==> src/lss_consts.vh <==
// Constants for the LED sink serial latch controller.
`ifndef LSS_CONSTS_VH
`define LSS_CONSTS_VH
`define LSS_CHAIN_W        49
`define LSS_CHAN_W         48
`define LSS_CHAIN_MSB      48
`define LSS_CMD_HI         47
`define LSS_CMD_LO         40
`define LSS_CMD_CODE       8'h96
`define LSS_FUNC_HI        39
`define LSS_FUNC_LO        3
`define LSS_FUNC_W         37
`define LSS_MC_HI          2
`define LSS_MC_LO          0
`define LSS_RED_HI         9
`define LSS_RED_LO         3
`define LSS_GRN_HI         16
`define LSS_GRN_LO         10
`define LSS_BLU_HI         23
`define LSS_BLU_LO         17
`define LSS_SLD_HI         25
`define LSS_SLD_LO         24
`define LSS_SLP_HI         27
`define LSS_SLP_LO         26
`define LSS_SEL_NONE       2'h0
`define LSS_SEL_OPEN       2'h1
`define LSS_SEL_SHORT      2'h2
`define LSS_SEL_ALWAYS     2'h3
`define LSS_MC_RESET       3'h0
`define LSS_BRIGHT_RESET   7'h00
`define LSS_FUNC_RESET     37'h0000000000
`define LSS_FIFO_W         2
`define LSS_FIFO_D         4
`define LSS_FIFO_AW        2
`endif

==> src/lss_fifo.v <==
// Small synchronous FIFO carrying serial events in arrival order.
`timescale 1ns/100ps
`default_nettype none
module lss_fifo #(
  parameter WIDTH = 2,
  parameter DEPTH = 4,
  parameter AW    = 2
) (
  input  wire             clk_sys,
  input  wire             arst_n,
  input  wire             clkEn,
  input  wire             inValid,
  output wire             inReady,
  input  wire [WIDTH-1:0] inData,
  output wire             outValid,
  input  wire             outReady,
  output reg  [WIDTH-1:0] outData
);
  reg [WIDTH-1:0] mem [0:DEPTH-1];
  reg [AW-1:0]    wrPtr_ff;
  reg [AW-1:0]    rdPtr_ff;
  reg [AW:0]      count_ff;
  wire            doPush;
  wire            doPop;

  assign inReady  = (count_ff != DEPTH[AW:0]);
  assign outValid = (count_ff != {(AW+1){1'b0}});
  assign doPush   = inValid & inReady;
  assign doPop    = outValid & outReady;

  always @* begin
    outData = mem[rdPtr_ff];
  end

  always @(posedge clk_sys) begin
    if (clkEn && doPush) begin
      mem[wrPtr_ff] <= inData;
    end
  end

  always @(posedge clk_sys or negedge arst_n) begin
    if (!arst_n) begin
      wrPtr_ff <= {AW{1'b0}};
      rdPtr_ff <= {AW{1'b0}};
      count_ff <= {(AW+1){1'b0}};
    end else if (clkEn) begin
      if (doPush) begin
        wrPtr_ff <= wrPtr_ff + 1'b1;
      end
      if (doPop) begin
        rdPtr_ff <= rdPtr_ff + 1'b1;
      end
      if (doPush && !doPop) begin
        count_ff <= count_ff + 1'b1;
      end else if (doPop && !doPush) begin
        count_ff <= count_ff - 1'b1;
      end
    end
  end
endmodule
`default_nettype wire

==> src/lss_ctrl.v <==
// Serial shift chain, latch decode, gating and low-power control of the LED sink.
`timescale 1ns/100ps
`default_nettype none
`include "lss_consts.vh"
module lss_ctrl (
  input  wire                    clk_sys,
  input  wire                    arst_n,
  input  wire                    clkEn,
  input  wire                    shiftClk,
  input  wire                    serialInput,
  input  wire                    transferStrobe,
  input  wire                    inhibit,
  input  wire [`LSS_CHAN_W-1:0]  openFault,
  input  wire [`LSS_CHAN_W-1:0]  shortFault,
  output reg                     serialOutput_ff,
  output reg  [`LSS_CHAN_W-1:0]  sinkChannel_ff,
  output reg  [6:0]              brightRed_ff,
  output reg  [6:0]              brightGreen_ff,
  output reg  [6:0]              brightBlue_ff,
  output reg  [2:0]              maxCurrentCode_ff,
  output reg                     lowPowerState_ff,
  output reg                     eventOverrun_ff
);

  ////////////////////////////////////////////////////////////////////////////////
  // Pin synchronisers. Faults come from analog comparators, so they are synchronised too.
  reg  [2:0]             sclkSync_ff;
  reg  [1:0]             sinSync_ff;
  reg  [2:0]             strbSync_ff;
  reg  [2:0]             inhSync_ff;
  reg  [`LSS_CHAN_W-1:0] openMeta_ff;
  reg  [`LSS_CHAN_W-1:0] openSync_ff;
  reg  [`LSS_CHAN_W-1:0] shortMeta_ff;
  reg  [`LSS_CHAN_W-1:0] shortSync_ff;

  always @(posedge clk_sys or negedge arst_n) begin
    if (!arst_n) begin
      sclkSync_ff  <= 3'h0;
      sinSync_ff   <= 2'h0;
      strbSync_ff  <= 3'h0;
      inhSync_ff   <= 3'h7;
      openMeta_ff  <= 48'h000000000000;
      openSync_ff  <= 48'h000000000000;
      shortMeta_ff <= 48'h000000000000;
      shortSync_ff <= 48'h000000000000;
    end else if (clkEn) begin
      sclkSync_ff  <= {sclkSync_ff[1:0], shiftClk};
      sinSync_ff   <= {sinSync_ff[0], serialInput};
      strbSync_ff  <= {strbSync_ff[1:0], transferStrobe};
      inhSync_ff   <= {inhSync_ff[1:0], inhibit};
      openMeta_ff  <= openFault;
      openSync_ff  <= openMeta_ff;
      shortMeta_ff <= shortFault;
      shortSync_ff <= shortMeta_ff;
    end
  end

  wire sclkRise = sclkSync_ff[1] & ~sclkSync_ff[2];
  wire strbRise = strbSync_ff[1] & ~strbSync_ff[2];
  wire inhRise  = inhSync_ff[1] & ~inhSync_ff[2];
  wire inhLevel = inhSync_ff[1];

  ////////////////////////////////////////////////////////////////////////////////
  // Event FIFO keeps shift bits and strobes in order, since a strobe must see every
  // earlier bit already in the chain. Bit 1 marks a strobe, bit 0 carries the data.
  wire                   evInReady;
  wire                   evOutValid;
  wire [`LSS_FIFO_W-1:0] evOutData;
  reg                    busy_ff;
  wire                   evPush = sclkRise | strbRise;
  wire [`LSS_FIFO_W-1:0] evInData = {strbRise, sinSync_ff[1]};

  lss_fifo #(
    .WIDTH (`LSS_FIFO_W),
    .DEPTH (`LSS_FIFO_D),
    .AW    (`LSS_FIFO_AW)
  ) u_fifo (
    .clk_sys  (clk_sys),
    .arst_n   (arst_n),
    .clkEn    (clkEn),
    .inValid  (evPush),
    .inReady  (evInReady),
    .inData   (evInData),
    .outValid (evOutValid),
    .outReady (~busy_ff),
    .outData  (evOutData)
  );

  wire evTake   = evOutValid & ~busy_ff;
  wire doShift  = evTake & ~evOutData[1];
  wire doStrobe = evTake & evOutData[1];

  ////////////////////////////////////////////////////////////////////////////////
  // Chain, latches and status holder.
  reg  [`LSS_CHAIN_W-1:0] chain_ff;
  reg  [`LSS_CHAN_W-1:0]  enableLatch_ff;
  reg  [`LSS_FUNC_W-1:0]  funcLatch_ff;
  reg  [2:0]              mcPending_ff;
  reg                     mcPendValid_ff;
  reg  [`LSS_CHAN_W-1:0]  statusHold_ff;
  reg                     statusArmed_ff;

  // The latch holds chain bits 39..3, so its bit 0 is field bit 0 and fields need no offset.
  wire [1:0] statusSel = funcLatch_ff[`LSS_SLD_HI:`LSS_SLD_LO];
  wire [1:0] sleepSel  = funcLatch_ff[`LSS_SLP_HI:`LSS_SLP_LO];
  wire       isEnableWr = doStrobe & ~chain_ff[`LSS_CHAIN_MSB];
  wire       cmdOk = (chain_ff[`LSS_CMD_HI:`LSS_CMD_LO] == `LSS_CMD_CODE);
  wire       isFuncWr = doStrobe & chain_ff[`LSS_CHAIN_MSB] & cmdOk;
  wire [2:0] newMc = chain_ff[`LSS_MC_HI+`LSS_FUNC_LO:`LSS_MC_LO+`LSS_FUNC_LO];
  wire       statusLoad = isEnableWr & statusArmed_ff
                          & (statusSel == `LSS_SEL_OPEN || statusSel == `LSS_SEL_SHORT);

  // The strobe takes one extra cycle so the next event sees the updated chain.
  always @(posedge clk_sys or negedge arst_n) begin
    if (!arst_n) begin
      busy_ff <= 1'b0;
    end else if (clkEn) begin
      busy_ff <= doStrobe;
    end
  end

  always @(posedge clk_sys or negedge arst_n) begin
    if (!arst_n) begin
      chain_ff       <= 49'h0000000000000;
      enableLatch_ff <= 48'h000000000000;
      funcLatch_ff   <= `LSS_FUNC_RESET;
      mcPending_ff   <= `LSS_MC_RESET;
      mcPendValid_ff <= 1'b0;
      statusHold_ff  <= 48'h000000000000;
      statusArmed_ff <= 1'b1;
    end else if (clkEn) begin
      if (doShift) begin
        chain_ff       <= {chain_ff[`LSS_CHAIN_W-2:0], evOutData[0]};
        statusArmed_ff <= 1'b1;
      end else if (statusLoad) begin
        chain_ff[`LSS_CHAN_W-1:0] <= statusHold_ff;
        statusArmed_ff            <= 1'b0;
      end
      if (isEnableWr) begin
        enableLatch_ff <= chain_ff[`LSS_CHAN_W-1:0];
      end
      if (isFuncWr) begin
        funcLatch_ff   <= chain_ff[`LSS_FUNC_HI:`LSS_FUNC_LO];
        mcPending_ff   <= newMc;
        mcPendValid_ff <= 1'b1;
      end
      // A wrong command byte with MSB set falls through and changes nothing.
      if (inhRise && !lowPowerState_ff) begin
        if (statusSel == `LSS_SEL_OPEN) begin
          statusHold_ff <= openSync_ff;
        end else if (statusSel == `LSS_SEL_SHORT) begin
          statusHold_ff <= shortSync_ff;
        end
      end
    end
  end

  ////////////////////////////////////////////////////////////////////////////////
  // Low-power state and outputs.
  reg nxt_lowPower;

  always @* begin
    nxt_lowPower = lowPowerState_ff;
    case (sleepSel)
      `LSS_SEL_NONE: nxt_lowPower = 1'b0;
      `LSS_SEL_ALWAYS: nxt_lowPower = 1'b1;
      `LSS_SEL_OPEN: begin
        if (isEnableWr && chain_ff[`LSS_CHAN_W-1:0] == 48'h000000000000) begin
          nxt_lowPower = 1'b1;
        end else if (sclkRise) begin
          nxt_lowPower = 1'b0;
        end
      end
      `LSS_SEL_SHORT: begin
        if (isEnableWr && chain_ff[`LSS_CHAN_W-1:0] == 48'h000000000000) begin
          nxt_lowPower = 1'b1;
        end else if (enableLatch_ff != 48'h000000000000 && !isEnableWr) begin
          nxt_lowPower = 1'b0;
        end
      end
      default: nxt_lowPower = lowPowerState_ff;
    endcase
  end

  always @(posedge clk_sys or negedge arst_n) begin
    if (!arst_n) begin
      lowPowerState_ff  <= 1'b0;
      serialOutput_ff   <= 1'b0;
      sinkChannel_ff    <= 48'h000000000000;
      brightRed_ff      <= `LSS_BRIGHT_RESET;
      brightGreen_ff    <= `LSS_BRIGHT_RESET;
      brightBlue_ff     <= `LSS_BRIGHT_RESET;
      maxCurrentCode_ff <= `LSS_MC_RESET;
      eventOverrun_ff   <= 1'b0;
    end else if (clkEn) begin
      lowPowerState_ff <= nxt_lowPower;
      serialOutput_ff  <= chain_ff[`LSS_CHAIN_MSB];
      // Sinks are gated by inhibit and by low power; leaving low power restores them.
      if (inhLevel || lowPowerState_ff) begin
        sinkChannel_ff <= 48'h000000000000;
      end else begin
        sinkChannel_ff <= enableLatch_ff;
      end
      brightRed_ff   <= funcLatch_ff[`LSS_RED_HI:`LSS_RED_LO];
      brightGreen_ff <= funcLatch_ff[`LSS_GRN_HI:`LSS_GRN_LO];
      brightBlue_ff  <= funcLatch_ff[`LSS_BLU_HI:`LSS_BLU_LO];
      if (isFuncWr && mcPendValid_ff && mcPending_ff == newMc) begin
        maxCurrentCode_ff <= newMc;
      end
      // A full FIFO drops the event; the sticky flag reports it until reset.
      if (evPush && !evInReady) begin
        eventOverrun_ff <= 1'b1;
      end
    end
  end
endmodule
`default_nettype wire

==> config.mk <==
export PLATFORM = sky130hd
export DESIGN_NAME = lss_ctrl
export DESIGN_NICKNAME = d
export VERILOG_FILES = /design/src/lss_fifo.v /design/src/lss_ctrl.v
export VERILOG_INCLUDE_DIRS = /design/src
export SDC_FILE = /design/constraint.sdc
export NUM_CORES = 1
export LEC_CHECK = 0
export ABC_AREA = 1
export BUFFER_PORTS_ARGS = -buffer_cell sky130_fd_sc_hd__buf_4
export CAP_MARGIN = 20
export CORE_MARGIN = 10
export CORE_UTILIZATION = 45
export DETAILED_ROUTE_END_ITERATION = 7
export HOLD_SLACK_MARGIN = 0.03
export MAX_ROUTING_LAYER = met4
export SLEW_MARGIN = 20
export SYNTH_ARGS = -nofsm -noshare
export SYNTH_HDL_FRONTEND = slang
export SYNTH_SLANG_ARGS = --single-unit
==> constraint.sdc <==
create_clock -name clk_sys -period 2.3 [get_ports clk_sys]
set_input_delay 0.23 -clock clk_sys [delete_from_list [all_inputs] [get_ports clk_sys]]
set_output_delay 0.23 -clock clk_sys [all_outputs]
set_load 0.005 [all_outputs]
==> results.md <==
- Outcome: finished clean
- Insertion delay to the later sink of the worst-skew pair: 580 ps
- Net count after synthesis: 2320
- Required time of the worst setup path: 2750 ps
- Proportion of layout cells with a drive suffix above 1: 0.124
- Max_slew headroom: 0.310
- Num CTS Buffers: 49
- Relative area change from synthesis to final layout: 23.7%
- Critical-path cell list: nor3_1, inv_1, nand2_1, inv_1, ha_1, nor2_1, a21boi_0, o21ai_0, xor2_1
- Weighted congestion at the end of routability-driven global placement: 0.831
- Max-Cap Viols: 0
- Post-synthesis async set-or-reset flop share: 0.983
- Critical path start-end classification: reg2reg
- Per-cell via count in the routed design: 4.85
- First-pass GRT wire length: 76.9 mm
- Critical path startpoint category: register
- Highest achievable clock rate: 504 MHz
- Largest family of logic cells by synthesized area: simple AND/OR/NAND/NOR gates
- Power Dens Cells: 1000 nW/um^2
- Largest clock skew in the final design: 15.5 ps
- Clk network pwr share: 0.327
- Commonest non-fill, non-tap cell in the layout: sky130_fd_sc_hd__nand2_1
- ANT nets after route: 0
- Kind of end point of the critical path: register
- GRT overflow: 0
- Maximum VDD drop: 0.000566 V
- Max Fanout on Critical Path: 4
- Cell area after synthesis: 19300 sq um
- Library cell used as clock root buffer: sky130_fd_sc_hd__clkbuf_16
- Hold violation total from the final report: 0
- Floorplan die height: 227 um
- # port buffers: 177
- Unrepaired setup endpoints after global routing: false
- Switching power: 0.00747 W
- Fillers: 3818
- Vias in the first global route: 14600
- Leakage: 11.9 nW
- Number of distinct library cells after synthesis: 36
- Average detailed-routed wire length per instance: 15.4 um
- Area share of and/or/nand/nor cells after synthesis: 0.204
- Fraction of power consumed by sequential logic: 0.453
- Final Max Slew Viols: 0
- Number of levels in the clock H-tree: 2
- Flop2flop setup slack: 310 ps
- CP Data Arrival Time: 2430 ps
- Xor/xnor share of the synthesized area: 0.00364
- Number of buffers on the longest clock path: 3
- Number of synthesized flops with an enable pin: 8
- Total clock sinks: 469
- Total die area: 51500 sq um
- Post-Syn Area per Cell: 8.73 sq um
- Internal power consumption: 0.0164 W
- Post-layout minimum cycle time: 1990 ps
- Worst Tran Pin Value: 1040 ps
- Number of top-level design ports: 178
- Initial antenna violation count: 0
- Number of placement rows: 75
- Pin count of the biggest net entering global routing: 232
- Compound-cell area share of the yosys netlist: 0.110
- Synthesized netlist cell count: 2206
- Portion of netlist area occupied by mux cells: 0.000585
- Share of synthesized cell area in full adder, half adder and majority cells: 0.00754
- Fraction of power consumed by combinational cells: 0.220
- Post-route fraction of the period consumed by the critical path: 0.863
- Antenna diode count: 0
- Clk pin slew, worst setup/hold paths: 60 ps
- Post-layout nets: 2561
- Final core utilization: 0.565
- Predominant post-synthesis flop cell: sky130_fd_sc_hd__dfrtp_1
- Cell type of the slowest stage on the worst timing path: sky130_fd_sc_hd__dfrtp_1
- Total of endpoints with negative setup slack in the final report: 0
- Bufs and invs on worst path: 2
- Total of flip-flops plus latches after synthesis: 469
- CTS tree: yes
- Total Wirelength: 46.7 mm
- Fraction of power spent switching nets: 0.313
- Overall via count from detail_route: 14700
- DRC violations left: 0
- Cell family with most CP delay: simple AND/OR/NAND/NOR gates
- Commonest cells after routing, fill and taps aside: 828 x sky130_fd_sc_hd__nand2_1, 457 x sky130_fd_sc_hd__dfrtp_1, 205 x sky130_fd_sc_hd__o21ai_0
- Buffer count from post-CTS setup fixing: 0
- Critical Path Max Stage Delay: 430 ps
- Area of the core: 42100 sq um
- Final total negative setup slack: 0 ps
- Synth warn: 0
- Global routing usage summed across all routing layers: 0.189
- Initial DRT Pass Iterations: 5
- Total half-perimeter wirelength after legalization and detailed placement: 30.8 mm
- Hold/Removal Path Class: in2async
- Detailed Route Iter0 Violations: 1107
- Sequential cell area fraction in the yosys report: 0.612
- Die outline width: 227 um
- Most numerous cell on the critical path: sky130_fd_sc_hd__inv_1
- Starting density of the core: 0.457
## cells in the mapped netlist (5+ instances only)
library cell,count,share of area
sky130_fd_sc_hd__o31ai_1,48,0.019
sky130_fd_sc_hd__inv_1,174,0.034
sky130_fd_sc_hd__a21oi_1,99,0.026
sky130_fd_sc_hd__o21ai_2,6,0.0027
sky130_fd_sc_hd__clkbuf_1,93,0.018
sky130_fd_sc_hd__o21ai_1,21,0.0055
sky130_fd_sc_hd__buf_2,19,0.0049
sky130_fd_sc_hd__edfxtp_1,8,0.012
sky130_fd_sc_hd__o22ai_1,5,0.0016
sky130_fd_sc_hd__o21ai_0,205,0.053
sky130_fd_sc_hd__xor2_1,8,0.0036
sky130_fd_sc_hd__dfrtp_1,457,0.59
sky130_fd_sc_hd__nand3_1,16,0.0042
sky130_fd_sc_hd__nor2_1,169,0.033
sky130_fd_sc_hd__nand2_1,828,0.16
sky130_fd_sc_hd__ha_1,10,0.0065
## layer usage
| metal | wire length (um) | global-route usage | up-vias |
|---|---|---|---|
| met5 | 0 | - | - |
| met4 | 847 | 0.0418 | 0 |
| met3 | 2250 | 0.0342 | 68 |
| met2 | 20100 | 0.270 | 261 |
| met1 | 23400 | 0.276 | 6924 |
| li1 | - | - | 7426 |
## sequential cells by signal, indices dropped and copies added, names as in the netlist, 7 cells and up
name and count:
statusHold_ff 48, u_fifo.mem 8, openMeta_ff 48, openSync_ff 48, shortSync_ff 48, enableLatch_ff 48
brightGreen_ff 7, funcLatch_ff 28, brightRed_ff 7, shortMeta_ff 48, sinkChannel_ff 48, brightBlue_ff 7
chain_ff 49
## power groups by stage
stage               registers (W)  clock network, W  logic, W
global route               0.0110           0.00831   0.00610
floorplan                  0.0106                 0   0.00348
global placement           0.0109                 0   0.00502
finish                     0.0108           0.00780   0.00526
detailed placement         0.0109                 0   0.00516
CTS                        0.0108           0.00798   0.00534
## final timing paths
check                              startpoint                 end  depth (start not counted)
setup / recovery           u_fifo.count_ff[0]  u_fifo.count_ff[2]                          9
hold / removal                         arst_n  u_fifo.rdPtr_ff[1]                          2
setup reg to reg           u_fifo.count_ff[0]  u_fifo.count_ff[2]                          9
hold reg to reg                mcPendValid_ff      mcPendValid_ff                          2
max in group asynchronous              arst_n       inhSync_ff[2]                          3
min in group clk_sys           shortFault[25]    shortMeta_ff[25]                          4
## area by class of cell
type                            instances  area, sq um  area share
Timing Repair Buffer                  314         2810       0.118
Clock inverter                         10          125     0.00525
Sequential cell                       469        11800       0.495
Multi-Input combinational cell       1436         6300       0.265
Tap cell                              539          674      0.0283
Inverter                              177          669      0.0281
Clock buffer                           79         1450      0.0608
## kinds of logic after synthesis
kind of cell / count (synthesis)
and+or+nand+nor: 1027
DFF: 469
AOI/OAI and AO/OA: 389
buffers and inverters: 301
adders and majority gates: 11
xor gates and xnor gates: 8
muxes: 1
## timing repair
item	in CTS	in global routing
hold buffers	102	0
resized for setup	0	0
endpoints found under the hold margin	164	0
## per-stage QoR
step	instances	power, W	setup WS (ps)	instance area (sq um)	hold WS (ps)
floorplan	2206	0.0141	488	19300	-65.6
global route	3024	0.0254	80.6	23800	348
CTS	3024	0.0241	323	23800	308
detailed placement	2833	0.0161	343	21200	327
global placement	2833	0.0159	367	21200	323
finish	3024	0.0239	314	23800	298
Power figures use the tool's default switching activity.
